==> config.mk <==
export PLATFORM = sky130hd
export DESIGN_NAME = uart_regmap_loopback
export DESIGN_NICKNAME = d
export VERILOG_FILES = /design/src/uart_regmap_pkg.sv /design/src/pin_sync.sv /design/src/uart_regmap_loopback.sv
export SDC_FILE = /design/constraint.sdc
export NUM_CORES = 1
export LEC_CHECK = 0
export BUFFER_PORTS_ARGS = -buffer_cell sky130_fd_sc_hd__buf_2
export CAP_MARGIN = 20
export CORE_MARGIN = 2
export CORE_UTILIZATION = 55
export CTS_BUF_LIST = sky130_fd_sc_hd__clkbuf_4 sky130_fd_sc_hd__clkbuf_8
export CTS_CLUSTER_DIAMETER = 30
export CTS_CLUSTER_SIZE = 20
export DETAILED_ROUTE_END_ITERATION = 10
export GPL_TIMING_DRIVEN = 1
export HOLD_SLACK_MARGIN = 0.08
export PLACE_DENSITY = 0.82
export SYNTH_ARGS = -nofsm -noshare
export SYNTH_HDL_FRONTEND = slang
export SYNTH_SLANG_ARGS = --single-unit
==> constraint.sdc <==
create_clock -name clk -period 5.8 [get_ports clk]
set_clock_uncertainty 0.15 [all_clocks]
set_input_delay 0.87 -clock clk [delete_from_list [all_inputs] [get_ports clk]]
set_output_delay 0.87 -clock clk [all_outputs]
set_load 0.01 [all_outputs]
==> src/uart_regmap_pkg.sv <==
// Functional notes
// - modem control bit 4 set enters internal loopback, clear leaves it
// - loopback leaves all normal functions running, flow control included
// - loopback feeds transmit shift output straight into receive shift input
// - loopback holds the serial transmit pin at mark, logic 1
// - loopback drives request-to-send and terminal-ready pins de-asserted
// - loopback ignores the four modem status input pins entirely
// - three address lines with chip select pick the register
// - address 0, divisor access clear: read receive, write transmit holding
// - divisor access set: addresses 0 and 1 reach divisor low and high
// - divisor access set, both divisor bytes zero: reads return revision, identity
// - address 1, divisor access clear: interrupt enable, read/write
// - address 2 without key: read interrupt status, write fifo control
// - key 0xbf in line control: address 2 is enhanced function
// - key mode: addresses 4 to 7 are resume one, two, pause one, two
// - line control at address 3 always read/write; bit 7 divisor access
// - no key: address 4 modem control, 5 line status, writes reserved
// - no key: address 6 modem status read-only, 7 scratch byte
// - extended bits work only with enhanced bit 4, else read 0
package uart_regmap_pkg;

  // ************************************************************
  // register addresses
  // ************************************************************
  localparam logic [2:0] ADDR_HOLD = 3'h0;
  localparam logic [2:0] ADDR_INT_EN = 3'h1;
  localparam logic [2:0] ADDR_INT_STAT = 3'h2;
  localparam logic [2:0] ADDR_LINE_CTRL = 3'h3;
  localparam logic [2:0] ADDR_MODEM_CTRL = 3'h4;
  localparam logic [2:0] ADDR_LINE_STAT = 3'h5;
  localparam logic [2:0] ADDR_MODEM_STAT = 3'h6;
  localparam logic [2:0] ADDR_SCRATCH = 3'h7;
  localparam logic [2:0] ADDR_DIV_LOW = 3'h0;
  localparam logic [2:0] ADDR_DIV_HIGH = 3'h1;
  localparam logic [2:0] ADDR_ENH_FUNC = 3'h2;
  localparam logic [2:0] ADDR_RESUME_ONE = 3'h4;
  localparam logic [2:0] ADDR_RESUME_TWO = 3'h5;
  localparam logic [2:0] ADDR_PAUSE_ONE = 3'h6;
  localparam logic [2:0] ADDR_PAUSE_TWO = 3'h7;

  // ************************************************************
  // field positions and masks
  // ************************************************************
  localparam int DIV_ACCESS_BIT = 7;
  localparam int LOOPBACK_BIT = 4;
  localparam int EXT_ENABLE_BIT = 4;
  localparam int MC_DTR_BIT = 0;
  localparam int MC_RTS_BIT = 1;
  localparam int MC_OUT1_BIT = 2;
  localparam int MC_OUT2_BIT = 3;
  localparam logic [7:0] ENH_KEY = 8'hbf;
  localparam logic [7:0] EXT_INT_EN_MASK = 8'hf0;
  localparam logic [7:0] EXT_INT_STAT_MASK = 8'h30;
  localparam logic [7:0] EXT_FIFO_CTRL_MASK = 8'h30;
  localparam logic [7:0] EXT_MODEM_CTRL_MASK = 8'he0;

  // ************************************************************
  // reset values
  // ************************************************************
  localparam logic [7:0] INT_EN_RST = 8'h00;
  localparam logic [7:0] LINE_CTRL_RST = 8'h00;
  localparam logic [7:0] MODEM_CTRL_RST = 8'h00;
  localparam logic [7:0] ENH_FUNC_RST = 8'h00;
  localparam logic [7:0] FIFO_CTRL_RST = 8'h00;
  localparam logic [7:0] DIV_RST = 8'h00;
  localparam logic [7:0] CHAR_RST = 8'h00;
  localparam logic [7:0] SCRATCH_RST = 8'h00;
  localparam logic [7:0] MODEM_STAT_RST = 8'h00;
  localparam logic [4:0] PIN_IDLE = 5'h1f;

  // ************************************************************
  // carriers
  // ************************************************************
  typedef struct packed {
    logic chip_sel_n;
    logic rd;
    logic wr;
    logic [2:0] addr;
    logic [7:0] wdata;
  } bus_req_s;

  typedef struct packed {
    logic [7:0] line_ctrl;
    logic [7:0] int_en;
    logic [7:0] modem_ctrl;
    logic [7:0] enh_func;
    logic [7:0] fifo_ctrl;
    logic [7:0] div_low;
    logic [7:0] div_high;
    logic [7:0] resume_one;
    logic [7:0] resume_two;
    logic [7:0] pause_one;
    logic [7:0] pause_two;
  } cfg_s;

  typedef struct packed {
    logic hold_wr;
    logic hold_rd;
    logic fifo_wr;
    logic int_stat_rd;
    logic line_stat_rd;
    logic [7:0] data;
  } core_evt_s;

endpackage : uart_regmap_pkg

==> src/pin_sync.sv <==
`timescale 1ns/1ps
module pin_sync #(
  parameter int W = 5,
  parameter logic [W-1:0] IDLE = '1
) (
  // clock and reset
  input wire logic clk,
  input wire logic rst,
  // raw pins and filtered levels
  input wire logic [W-1:0] raw,
  output logic [W-1:0] stable
);

  logic [W-1:0] s1_reg;
  logic [W-1:0] s2_reg;
  logic [W-1:0] s3_reg;

  // ************************************************************
  // three stages; only agreeing later stages update the output
  // ************************************************************
  always_ff @(posedge clk) begin
    if (rst) begin
      s1_reg <= IDLE;
      s2_reg <= IDLE;
      s3_reg <= IDLE;
    end else begin
      s1_reg <= raw;
      s2_reg <= s1_reg;
      s3_reg <= s2_reg;
    end
  end

  generate
    for (genvar i = 0; i < W; i++) begin : g_bit
      always_ff @(posedge clk) begin
        if (rst) begin
          stable[i] <= IDLE[i];
        end else if (s2_reg[i] == s3_reg[i]) begin
          stable[i] <= s3_reg[i];
        end
      end
    end
  endgenerate

endmodule : pin_sync

==> src/uart_regmap_loopback.sv <==
`timescale 1ns/1ps
module uart_regmap_loopback
  import uart_regmap_pkg::*;
#(
  parameter logic [7:0] REVISION = 8'h3c, // arbitrary value
  parameter logic [7:0] IDENTITY = 8'h5a  // arbitrary value
) (
  // clock and reset
  input wire logic clk,
  input wire logic rst,
  // host register bus
  input wire bus_req_s bus,
  output logic [7:0] data_out,
  output logic data_oe,
  // transceiver core side
  input wire logic [7:0] core_rx_data,
  input wire logic [7:0] core_int_stat,
  input wire logic [7:0] core_line_stat,
  input wire logic tsr_serial,
  output logic rsr_serial,
  output cfg_s cfg,
  output core_evt_s evt,
  // serial and modem pins
  input wire logic rx_pin,
  input wire logic cts_n_pin,
  input wire logic dsr_n_pin,
  input wire logic cd_n_pin,
  input wire logic ri_n_pin,
  output logic tx_pin,
  output logic rts_n,
  output logic dtr_n,
  output logic general_output_one_n,
  output logic general_output_two_n
);

  // ************************************************************
  // state
  // ************************************************************
  logic [7:0] line_ctrl_reg;
  logic [7:0] int_en_reg;
  logic [7:0] modem_ctrl_reg;
  logic [7:0] enh_func_reg;
  logic [7:0] fifo_ctrl_reg;
  logic [7:0] div_low_reg;
  logic [7:0] div_high_reg;
  logic [7:0] resume_one_reg;
  logic [7:0] resume_two_reg;
  logic [7:0] pause_one_reg;
  logic [7:0] pause_two_reg;
  logic [7:0] scratch_reg;
  logic [7:0] modem_stat_reg;
  logic [7:0] modem_stat_next;
  logic [7:0] read_next;
  logic [4:0] pins_stable;
  logic [3:0] pin_asserted;
  logic [3:0] loop_src;
  logic [3:0] stat_src;
  logic [3:0] delta_set;
  logic wr_hit;
  logic rd_hit;
  logic key_mode;
  logic div_access;
  logic div_zero;
  logic ext_on;
  logic loopback;

  function automatic logic [7:0] ext_gate(input logic [7:0] v, input logic [7:0] m, input logic on);
    ext_gate = on ? v : (v & ~m);
  endfunction : ext_gate

  // ************************************************************
  // decode
  // ************************************************************
  assign wr_hit = bus.wr && !bus.chip_sel_n;
  assign rd_hit = bus.rd && !bus.chip_sel_n;
  assign key_mode = (line_ctrl_reg == ENH_KEY);
  assign div_access = line_ctrl_reg[DIV_ACCESS_BIT];
  assign div_zero = (div_low_reg == 8'h00) && (div_high_reg == 8'h00);
  assign ext_on = enh_func_reg[EXT_ENABLE_BIT];
  assign loopback = modem_ctrl_reg[LOOPBACK_BIT];

  // ************************************************************
  // host writes
  // ************************************************************
  always_ff @(posedge clk) begin
    if (rst) begin
      line_ctrl_reg <= LINE_CTRL_RST;
    end else if (wr_hit && bus.addr == ADDR_LINE_CTRL) begin
      line_ctrl_reg <= bus.wdata;
    end
  end

  always_ff @(posedge clk) begin
    if (rst) begin
      div_low_reg <= DIV_RST;
      div_high_reg <= DIV_RST;
    end else if (wr_hit && div_access) begin
      if (bus.addr == ADDR_DIV_LOW) begin
        div_low_reg <= bus.wdata;
      end
      if (bus.addr == ADDR_DIV_HIGH) begin
        div_high_reg <= bus.wdata;
      end
    end
  end

  // extended bits written while hidden store as zero; bits set before hiding are kept
  always_ff @(posedge clk) begin
    if (rst) begin
      int_en_reg <= INT_EN_RST;
    end else if (wr_hit && !div_access && bus.addr == ADDR_INT_EN) begin
      int_en_reg <= ext_gate(bus.wdata, EXT_INT_EN_MASK, ext_on);
    end
  end

  always_ff @(posedge clk) begin
    if (rst) begin
      enh_func_reg <= ENH_FUNC_RST;
      fifo_ctrl_reg <= FIFO_CTRL_RST;
    end else if (wr_hit && bus.addr == ADDR_ENH_FUNC) begin
      if (key_mode) begin
        enh_func_reg <= bus.wdata;
      end else begin
        fifo_ctrl_reg <= ext_gate(bus.wdata, EXT_FIFO_CTRL_MASK, ext_on);
      end
    end
  end

  always_ff @(posedge clk) begin
    if (rst) begin
      modem_ctrl_reg <= MODEM_CTRL_RST;
      scratch_reg <= SCRATCH_RST;
    end else if (wr_hit && !key_mode) begin
      if (bus.addr == ADDR_MODEM_CTRL) begin
        modem_ctrl_reg <= ext_gate(bus.wdata, EXT_MODEM_CTRL_MASK, ext_on);
      end
      if (bus.addr == ADDR_SCRATCH) begin
        scratch_reg <= bus.wdata;
      end
    end
  end

  // flow control characters only reachable behind the key
  always_ff @(posedge clk) begin
    if (rst) begin
      resume_one_reg <= CHAR_RST;
      resume_two_reg <= CHAR_RST;
      pause_one_reg <= CHAR_RST;
      pause_two_reg <= CHAR_RST;
    end else if (wr_hit && key_mode) begin
      case (bus.addr)
        ADDR_RESUME_ONE: resume_one_reg <= bus.wdata;
        ADDR_RESUME_TWO: resume_two_reg <= bus.wdata;
        ADDR_PAUSE_ONE: pause_one_reg <= bus.wdata;
        ADDR_PAUSE_TWO: pause_two_reg <= bus.wdata;
        default: ;
      endcase
    end
  end

  // ************************************************************
  // events toward the core
  // ************************************************************
  always_ff @(posedge clk) begin
    if (rst) begin
      evt <= '0;
    end else begin
      evt.hold_wr <= wr_hit && !div_access && bus.addr == ADDR_HOLD;
      evt.hold_rd <= rd_hit && !div_access && bus.addr == ADDR_HOLD;
      evt.fifo_wr <= wr_hit && !key_mode && bus.addr == ADDR_INT_STAT;
      evt.int_stat_rd <= rd_hit && !key_mode && bus.addr == ADDR_INT_STAT;
      evt.line_stat_rd <= rd_hit && !key_mode && bus.addr == ADDR_LINE_STAT;
      evt.data <= bus.wdata;
    end
  end

  // core keeps flow control and all else running during loopback
  always_ff @(posedge clk) begin
    if (rst) begin
      cfg <= '0;
    end else begin
      cfg.line_ctrl <= line_ctrl_reg;
      cfg.int_en <= ext_gate(int_en_reg, EXT_INT_EN_MASK, ext_on);
      cfg.modem_ctrl <= ext_gate(modem_ctrl_reg, EXT_MODEM_CTRL_MASK, ext_on);
      cfg.enh_func <= enh_func_reg;
      cfg.fifo_ctrl <= ext_gate(fifo_ctrl_reg, EXT_FIFO_CTRL_MASK, ext_on);
      cfg.div_low <= div_low_reg;
      cfg.div_high <= div_high_reg;
      cfg.resume_one <= resume_one_reg;
      cfg.resume_two <= resume_two_reg;
      cfg.pause_one <= pause_one_reg;
      cfg.pause_two <= pause_two_reg;
    end
  end

  // ************************************************************
  // pins and loopback path
  // ************************************************************
  pin_sync #(
    .W(5),
    .IDLE(PIN_IDLE)
  ) u_pin_sync (
    .clk(clk),
    .rst(rst),
    .raw({rx_pin, cd_n_pin, ri_n_pin, dsr_n_pin, cts_n_pin}),
    .stable(pins_stable)
  );

  // receive pin must idle high in loopback or a false break shows on exit
  always_ff @(posedge clk) begin
    if (rst) begin
      rsr_serial <= 1'b1;
      tx_pin <= 1'b1;
      rts_n <= 1'b1;
      dtr_n <= 1'b1;
      general_output_one_n <= 1'b1;
      general_output_two_n <= 1'b1;
    end else begin
      rsr_serial <= loopback ? tsr_serial : pins_stable[4];
      tx_pin <= loopback ? 1'b1 : tsr_serial;
      rts_n <= loopback ? 1'b1 : ~modem_ctrl_reg[MC_RTS_BIT];
      dtr_n <= loopback ? 1'b1 : ~modem_ctrl_reg[MC_DTR_BIT];
      general_output_one_n <= loopback ? 1'b1 : ~modem_ctrl_reg[MC_OUT1_BIT];
      general_output_two_n <= loopback ? 1'b1 : ~modem_ctrl_reg[MC_OUT2_BIT];
    end
  end

  // ************************************************************
  // modem status: order carrier, ring, set-ready, clear-to-send
  // ************************************************************
  assign pin_asserted = ~pins_stable[3:0];
  assign loop_src = {modem_ctrl_reg[MC_OUT2_BIT], modem_ctrl_reg[MC_OUT1_BIT],
                     modem_ctrl_reg[MC_DTR_BIT], modem_ctrl_reg[MC_RTS_BIT]};
  assign stat_src = loopback ? loop_src : pin_asserted;
  assign delta_set = {stat_src[3] ^ modem_stat_reg[7],
                      modem_stat_reg[6] & ~stat_src[2],
                      stat_src[1] ^ modem_stat_reg[5],
                      stat_src[0] ^ modem_stat_reg[4]};

  // a change in the read cycle still lands: set beats clear
  always_comb begin
    modem_stat_next[7:4] = stat_src;
    modem_stat_next[3:0] = modem_stat_reg[3:0];
    if (rd_hit && !key_mode && bus.addr == ADDR_MODEM_STAT) begin
      modem_stat_next[3:0] = 4'h0;
    end
    modem_stat_next[3:0] = modem_stat_next[3:0] | delta_set;
  end

  always_ff @(posedge clk) begin
    if (rst) begin
      modem_stat_reg <= MODEM_STAT_RST;
    end else begin
      modem_stat_reg <= modem_stat_next;
    end
  end

  // ************************************************************
  // host reads
  // ************************************************************
  always_comb begin
    read_next = 8'h00;
    case (bus.addr)
      ADDR_HOLD: begin
        if (div_access) begin
          read_next = div_zero ? REVISION : div_low_reg;
        end else begin
          read_next = core_rx_data;
        end
      end
      ADDR_INT_EN: begin
        if (div_access) begin
          read_next = div_zero ? IDENTITY : div_high_reg;
        end else begin
          read_next = ext_gate(int_en_reg, EXT_INT_EN_MASK, ext_on);
        end
      end
      ADDR_INT_STAT: begin
        read_next = key_mode ? enh_func_reg
                             : ext_gate(core_int_stat, EXT_INT_STAT_MASK, ext_on);
      end
      ADDR_LINE_CTRL: read_next = line_ctrl_reg;
      ADDR_MODEM_CTRL: begin
        read_next = key_mode ? resume_one_reg
                             : ext_gate(modem_ctrl_reg, EXT_MODEM_CTRL_MASK, ext_on);
      end
      ADDR_LINE_STAT: read_next = key_mode ? resume_two_reg : core_line_stat;
      ADDR_MODEM_STAT: read_next = key_mode ? pause_one_reg : modem_stat_reg;
      ADDR_SCRATCH: read_next = key_mode ? pause_two_reg : scratch_reg;
      default: read_next = 8'h00;
    endcase
  end

  always_ff @(posedge clk) begin
    if (rst) begin
      data_out <= 8'h00;
      data_oe <= 1'b0;
    end else begin
      data_out <= rd_hit ? read_next : 8'h00;
      data_oe <= rd_hit;
    end
  end
endmodule : uart_regmap_loopback

**After elaboration in Yosys (flattened, before gate mapping)**

Index checks and enable logic that the tools add are counted.

- Add/subtract/negate cells: 0
- Multipliers: 0
- Divide/modulo/power cells: 0
- $lt $le $gt $ge: 0
- Equal/unequal tests: 13
- Shift operators: 0
- Mux-type cells: 19
- Bitwise gates (word level): 14
- Reductions and logical operators: 37

Operators with widths:

| kind | count |
|---|---|
| 8-bit two-way mux | 13 |
| 8-bit one-hot mux with 8 select lines | 1 |
| 2-bit AND reduction | 10 |
| 1-bit logical AND | 18 |
| 8-bit logical NOT | 2 |
| 3-bit equality test, second input constant | 4 |
| 6-bit two-way mux | 2 |
| 8-bit equality test, second input constant | 1 |
| 4-bit two-way mux | 2 |
| 1-bit inverter | 8 |
| 3-bit by 2-bit equality test with 1-bit output, second input constant | 2 |
| 2-bit OR reduction | 3 |
| 1-bit equality test | 5 |
| 4-bit inverter | 1 |
| 4-bit bitwise OR | 1 |
| 3-bit by 1-bit equality test with 1-bit output, second input constant | 1 |
| 1-bit logical NOT | 3 |
| 3-bit logical NOT | 1 |
| 1-bit XOR | 3 |
| 1-bit AND | 1 |
| 1-bit two-way mux | 1 |

- Register bits after elaboration: 240
- Bits in latches: 0
- Memory bits (writable): 0
- Bits in read-only memories: 0
- Input port bits: 46
- Output and inout bits: 116
- Logic and storage cells: 130
- Memories kept: 0

**Logic depth before layout (Yosys ltp)**

- Depth after elaboration: 6
- Gate-level depth with buffers: 8
- Mapped depth without buffers: 5

**Hierarchy**

A second synthesis with hierarchy kept.

- Cell total of the unflattened synthesis: 844
- Area total of the unflattened synthesis: 8,534.4 µm²

Modules (own cells, without submodules):

| module | times used | cells each | area an instance (µm²) | sequential area each (µm²) |
|---|---|---|---|---|
| uart_regmap_loopback | 1 | 792 | 7,936.4 | 4,404.2 |
| pin_sync | 1 | 52 | 598.1 | 400.4 |

**Least setup slack after synthesis**

OpenSTA, ideal clock, no wires.

- Kind: input to register
- Start point: in bus[8] (netlist bit)
- End point: reg line_ctrl_reg[5]
- Setup time: 128 ps
- Arrival time: 2,186 ps
- Required time: 5,522 ps
- Slack: 3,337 ps
- Stages: 6
- Path buffers: 2
- Cells stage by stage: clkbuf_1 > and2_1 > nor3b_1 > buf_1 > mux2i_1 > nor2_1

- Word-level cells in the longest chain between the ends: 2

RTL lines:

| element | RTL line | source |
|---|---|---|
| start, declared | uart_regmap_loopback.sv:12 | `input wire bus_req_s bus,` |
| 3-bit by 2-bit equality test with 1-bit output | uart_regmap_loopback.sv:88 | `end else if (wr_hit && bus.addr == ADDR_LINE_CTRL) begin` |
| 1-bit logical AND | uart_regmap_loopback.sv:88 |  |
| end signal, assigned | uart_regmap_loopback.sv:89 | `line_ctrl_reg <= bus.wdata;` |
| end, declared | uart_regmap_loopback.sv:39 | `logic [7:0] line_ctrl_reg;` |

No other way between the ends.
A chain may end at the register's enable or synchronous reset.

**Worst setup path after layout**

- Start point: reg line_ctrl_reg[7]
- End point: reg resume_two_reg[2]

- Word-level cells in the longest chain between the ends: 3

RTL lines:

| element | RTL line | source |
|---|---|---|
| 8-bit equality test | uart_regmap_loopback.sv:76 | `assign key_mode = (line_ctrl_reg == ENH_KEY);` |
| 1-bit logical AND | uart_regmap_loopback.sv:150 | `end else if (wr_hit && key_mode) begin` |
| 2-bit AND reduction (no source line) | - |  |
| end signal, assigned | uart_regmap_loopback.sv:153 | `ADDR_RESUME_TWO: resume_two_reg <= bus.wdata;` |
| end, declared | uart_regmap_loopback.sv:47 | `logic [7:0] resume_two_reg;` |

No other way between the ends.

==> flow_summary.ini <==
[clock_network]
post_cts_buffers = 0
insertion_delay_ns = 0.53
ctsHtreeMaxLevel = 2
cts.reportedPaths.clkPinSlew_ns = 0.08
numCtsBuffers = 37
ctsResizeCount = 0
tritoncts = built
clock-sinks = 240
cts_hold_buf = 0
cts-root-buf = clkbuf_8
ctsLongestPathBuffers = 3

[timing]
rsz0062_at_grt = no
period_share_pct = 52.7
timing.hold.ws_ns = 0.253
setup_slack_ns = 2.74
fin_setup_tns_ns = 0
finalCriticalPeriod_ns = 3.06
max_slew_margin_pct = 29.3
hold_viol_final = 0
setup_violations = 0
tightest_slew_ns = 1.05
max_freq_mhz = 327
slew_violations = 0

[detailed_routing]
remaining_drc_errors = 0
via_per_inst = 5.60
postRouteAntennaNets = 0
via_count = 6710
drtIter0Drc = 627
first_pass_iters = 5
wire_per_inst_um = 19.1
drt_wl_total_um = 22900

[global_routing]
first_global_vias = 6345
grt_pass1_wl_um = 34900
grt_overflow = 0
grt_max_degree = 100
antenna_found_initial = 0
gr-usage-all-layers_pct = 27.6

[worst_setup_path]
path_cells = and4_1 > nand2_2 > buf_12 > nor3_4 > mux2i_1 > nor2_1
timing.critical_path.buf_inv = 1
arrival_ns = 3.28
worstPathRequired_ns = 6.02
critPathMaxFanout = 29
slowest_delay_ns = 0.91
end_kind = flop
path_class = flop to flop
rrSetupSlack_ns = 2.74
slowest_stage = dfxtp_1
worst_setup_path_start_kind = flop
cpLargestDelayFamily = simple AND/OR/NAND/NOR gates

[final_layout]
reg_top3 = cfg x88, evt x13
n_fill_cell = 1181
final-instance-count-excl-fill = 1198
nets = 1026
top_register = cfg
area_growth_pct = 20.5
largest_reg_flops = 88
drive_gt1_share_pct = 25.3

[synthesis]
synth_compound_area_share_pct = 10.2
synthCells = 830
synth_fa_ha_area_share_pct = 0
yosys.area_share.simple_pct = 19.6
synth_area_per_cell_um2 = 10.3
yosysWarnings = 0
synth_cell_type_count = 56
synth_top_family_by_area = simple AND/OR/NAND/NOR gates
synthTopCellsByArea = dfxtp_1 56%, mux2i_1 9.0%, nor2b_1 6.7%
synth_top_area_cell = dfxtp_1
yosysSeqAreaShare_pct = 56.4
ys.flop_type = dfxtp_1
synthXorXnorAreaFrac_pct = 0.308
synth_common_cells = 240 x dfxtp_1, 91 x nor2b_1, 88 x nor2_1, 77 x mux2i_1, 53 x nand2_1
synth_mux_area_share_pct = 10.8
synth_top_area_share_pct = 56.4
yosysMostFrequentCell = dfxtp_1
synth_area_mm2 = 0.00852
synthArstFlopShare_pct = 0
synth_edf_count = 0
ys_ff_latch = 240
postSynthNetCount = 876

[pwr]
p_leak_nw = 4.43
power_per_cell_area_mw_per_mm2 = 326
ir_drop_mv = 0.211

[floorplanning]
die_y_um = 128
fp.dieArea_mm2 = 0.0165
core_mm2 = 0.0151
initial_core_util_pct = 56.3
io_pins = 162
rows = 45
die_width_um = 128

[placed_design]
place.gp.congestion = 0.958
portBuffers = 161
dp_cells = 1128
dp_slack_ns = 2.44
hpwlAfterDp_um = 15400

[flow_run]
maxCapViolCount = 0

[run_status]
status = complete, no violations

[hold_path]
hp-class = flop to flop
final timing paths:
check / start / end / cells past startpoint
worst max-delay path: line_ctrl_reg[7] / resume_two_reg[2] / 6
worst min-delay path: u_pin_sync.s1_reg[0] / u_pin_sync.s2_reg[0] / 1
worst max register to register: line_ctrl_reg[7] / resume_two_reg[2] / 6
worst min register to register: u_pin_sync.s1_reg[0] / u_pin_sync.s2_reg[0] / 1
cell type report:
type                       count  area, µm²  share of cell area [%]
antenna                        1       2.50                  0.0244
sequential                   240       4800                    46.8
inverter                       4       15.0                   0.146
clock inverter                22        243                    2.36
timing repair buffer         165        851                    8.29
clock buffer                  46        621                    6.05
multi-input combinational    532       3490                    34.0
tap                          188        235                    2.29
cell families (layout without fill, tap and decap cells):
group           count (synthesis)  count (layout)
simple gates                  315             315
flops                         240             240
compound gates                125             125
mux                            89              89
buf+inv                        58             237
xor+xnor                        3               3
other cells                     0               1
per-layer routing:
metal	wire (µm)	track usage, %	up-vias	share of wire [%]
li1	-	-	3154	-
met1	9760	37.5	3118	43
met2	10300	43.1	386	45
met3	2110	6.03	52	9.2
met4	718	11.4	0	3.1
met5	0	0	-	0
metrics by stage:
stage,power [mW],utilization [%],cell area (µm²)
2_1_floorplan,1.78,-,8520
3_3_place_gp,1.83,61.9,9380
3_5_place_dp,1.83,61.9,9380
4_1_cts,3.36,67.6,10200
5_1_grt,3.45,67.7,10300
6_report,3.34,67.8,10300
placed cells by master, fill, tap and decap left out, types with 5 or more instances in the layout:
| master | n |
|---|---|
| a21oi_1 | 46 |
| a22oi_1 | 5 |
| a31oi_1 | 7 |
| and2_1 | 13 |
| buf_2 | 160 |
| clkbuf_8 | 44 |
| clkinv_2 | 5 |
| dfxtp_1 | 240 |
| mux2_1 | 9 |
| mux2i_1 | 77 |
| nand2_1 | 52 |
| nand2b_1 | 5 |
| nand3_1 | 18 |
| nor2_1 | 88 |
| nor2b_1 | 91 |
| nor3_1 | 8 |
| nor3_4 | 5 |
| o21ai_0 | 6 |
| o21bai_1 | 6 |
| o221ai_1 | 5 |
| o22a_1 | 22 |
| o22ai_1 | 8 |
| or2_1 | 9 |
| or2_2 | 7 |
power by group:
part	switching (mW)	total [mW]	internal, mW
Sequential	0.00704	1.67	1.66
Combinational	0.0900	0.129	0.0388
Clock	0.707	1.54	0.837
Power figures use the tool's default switching activity.
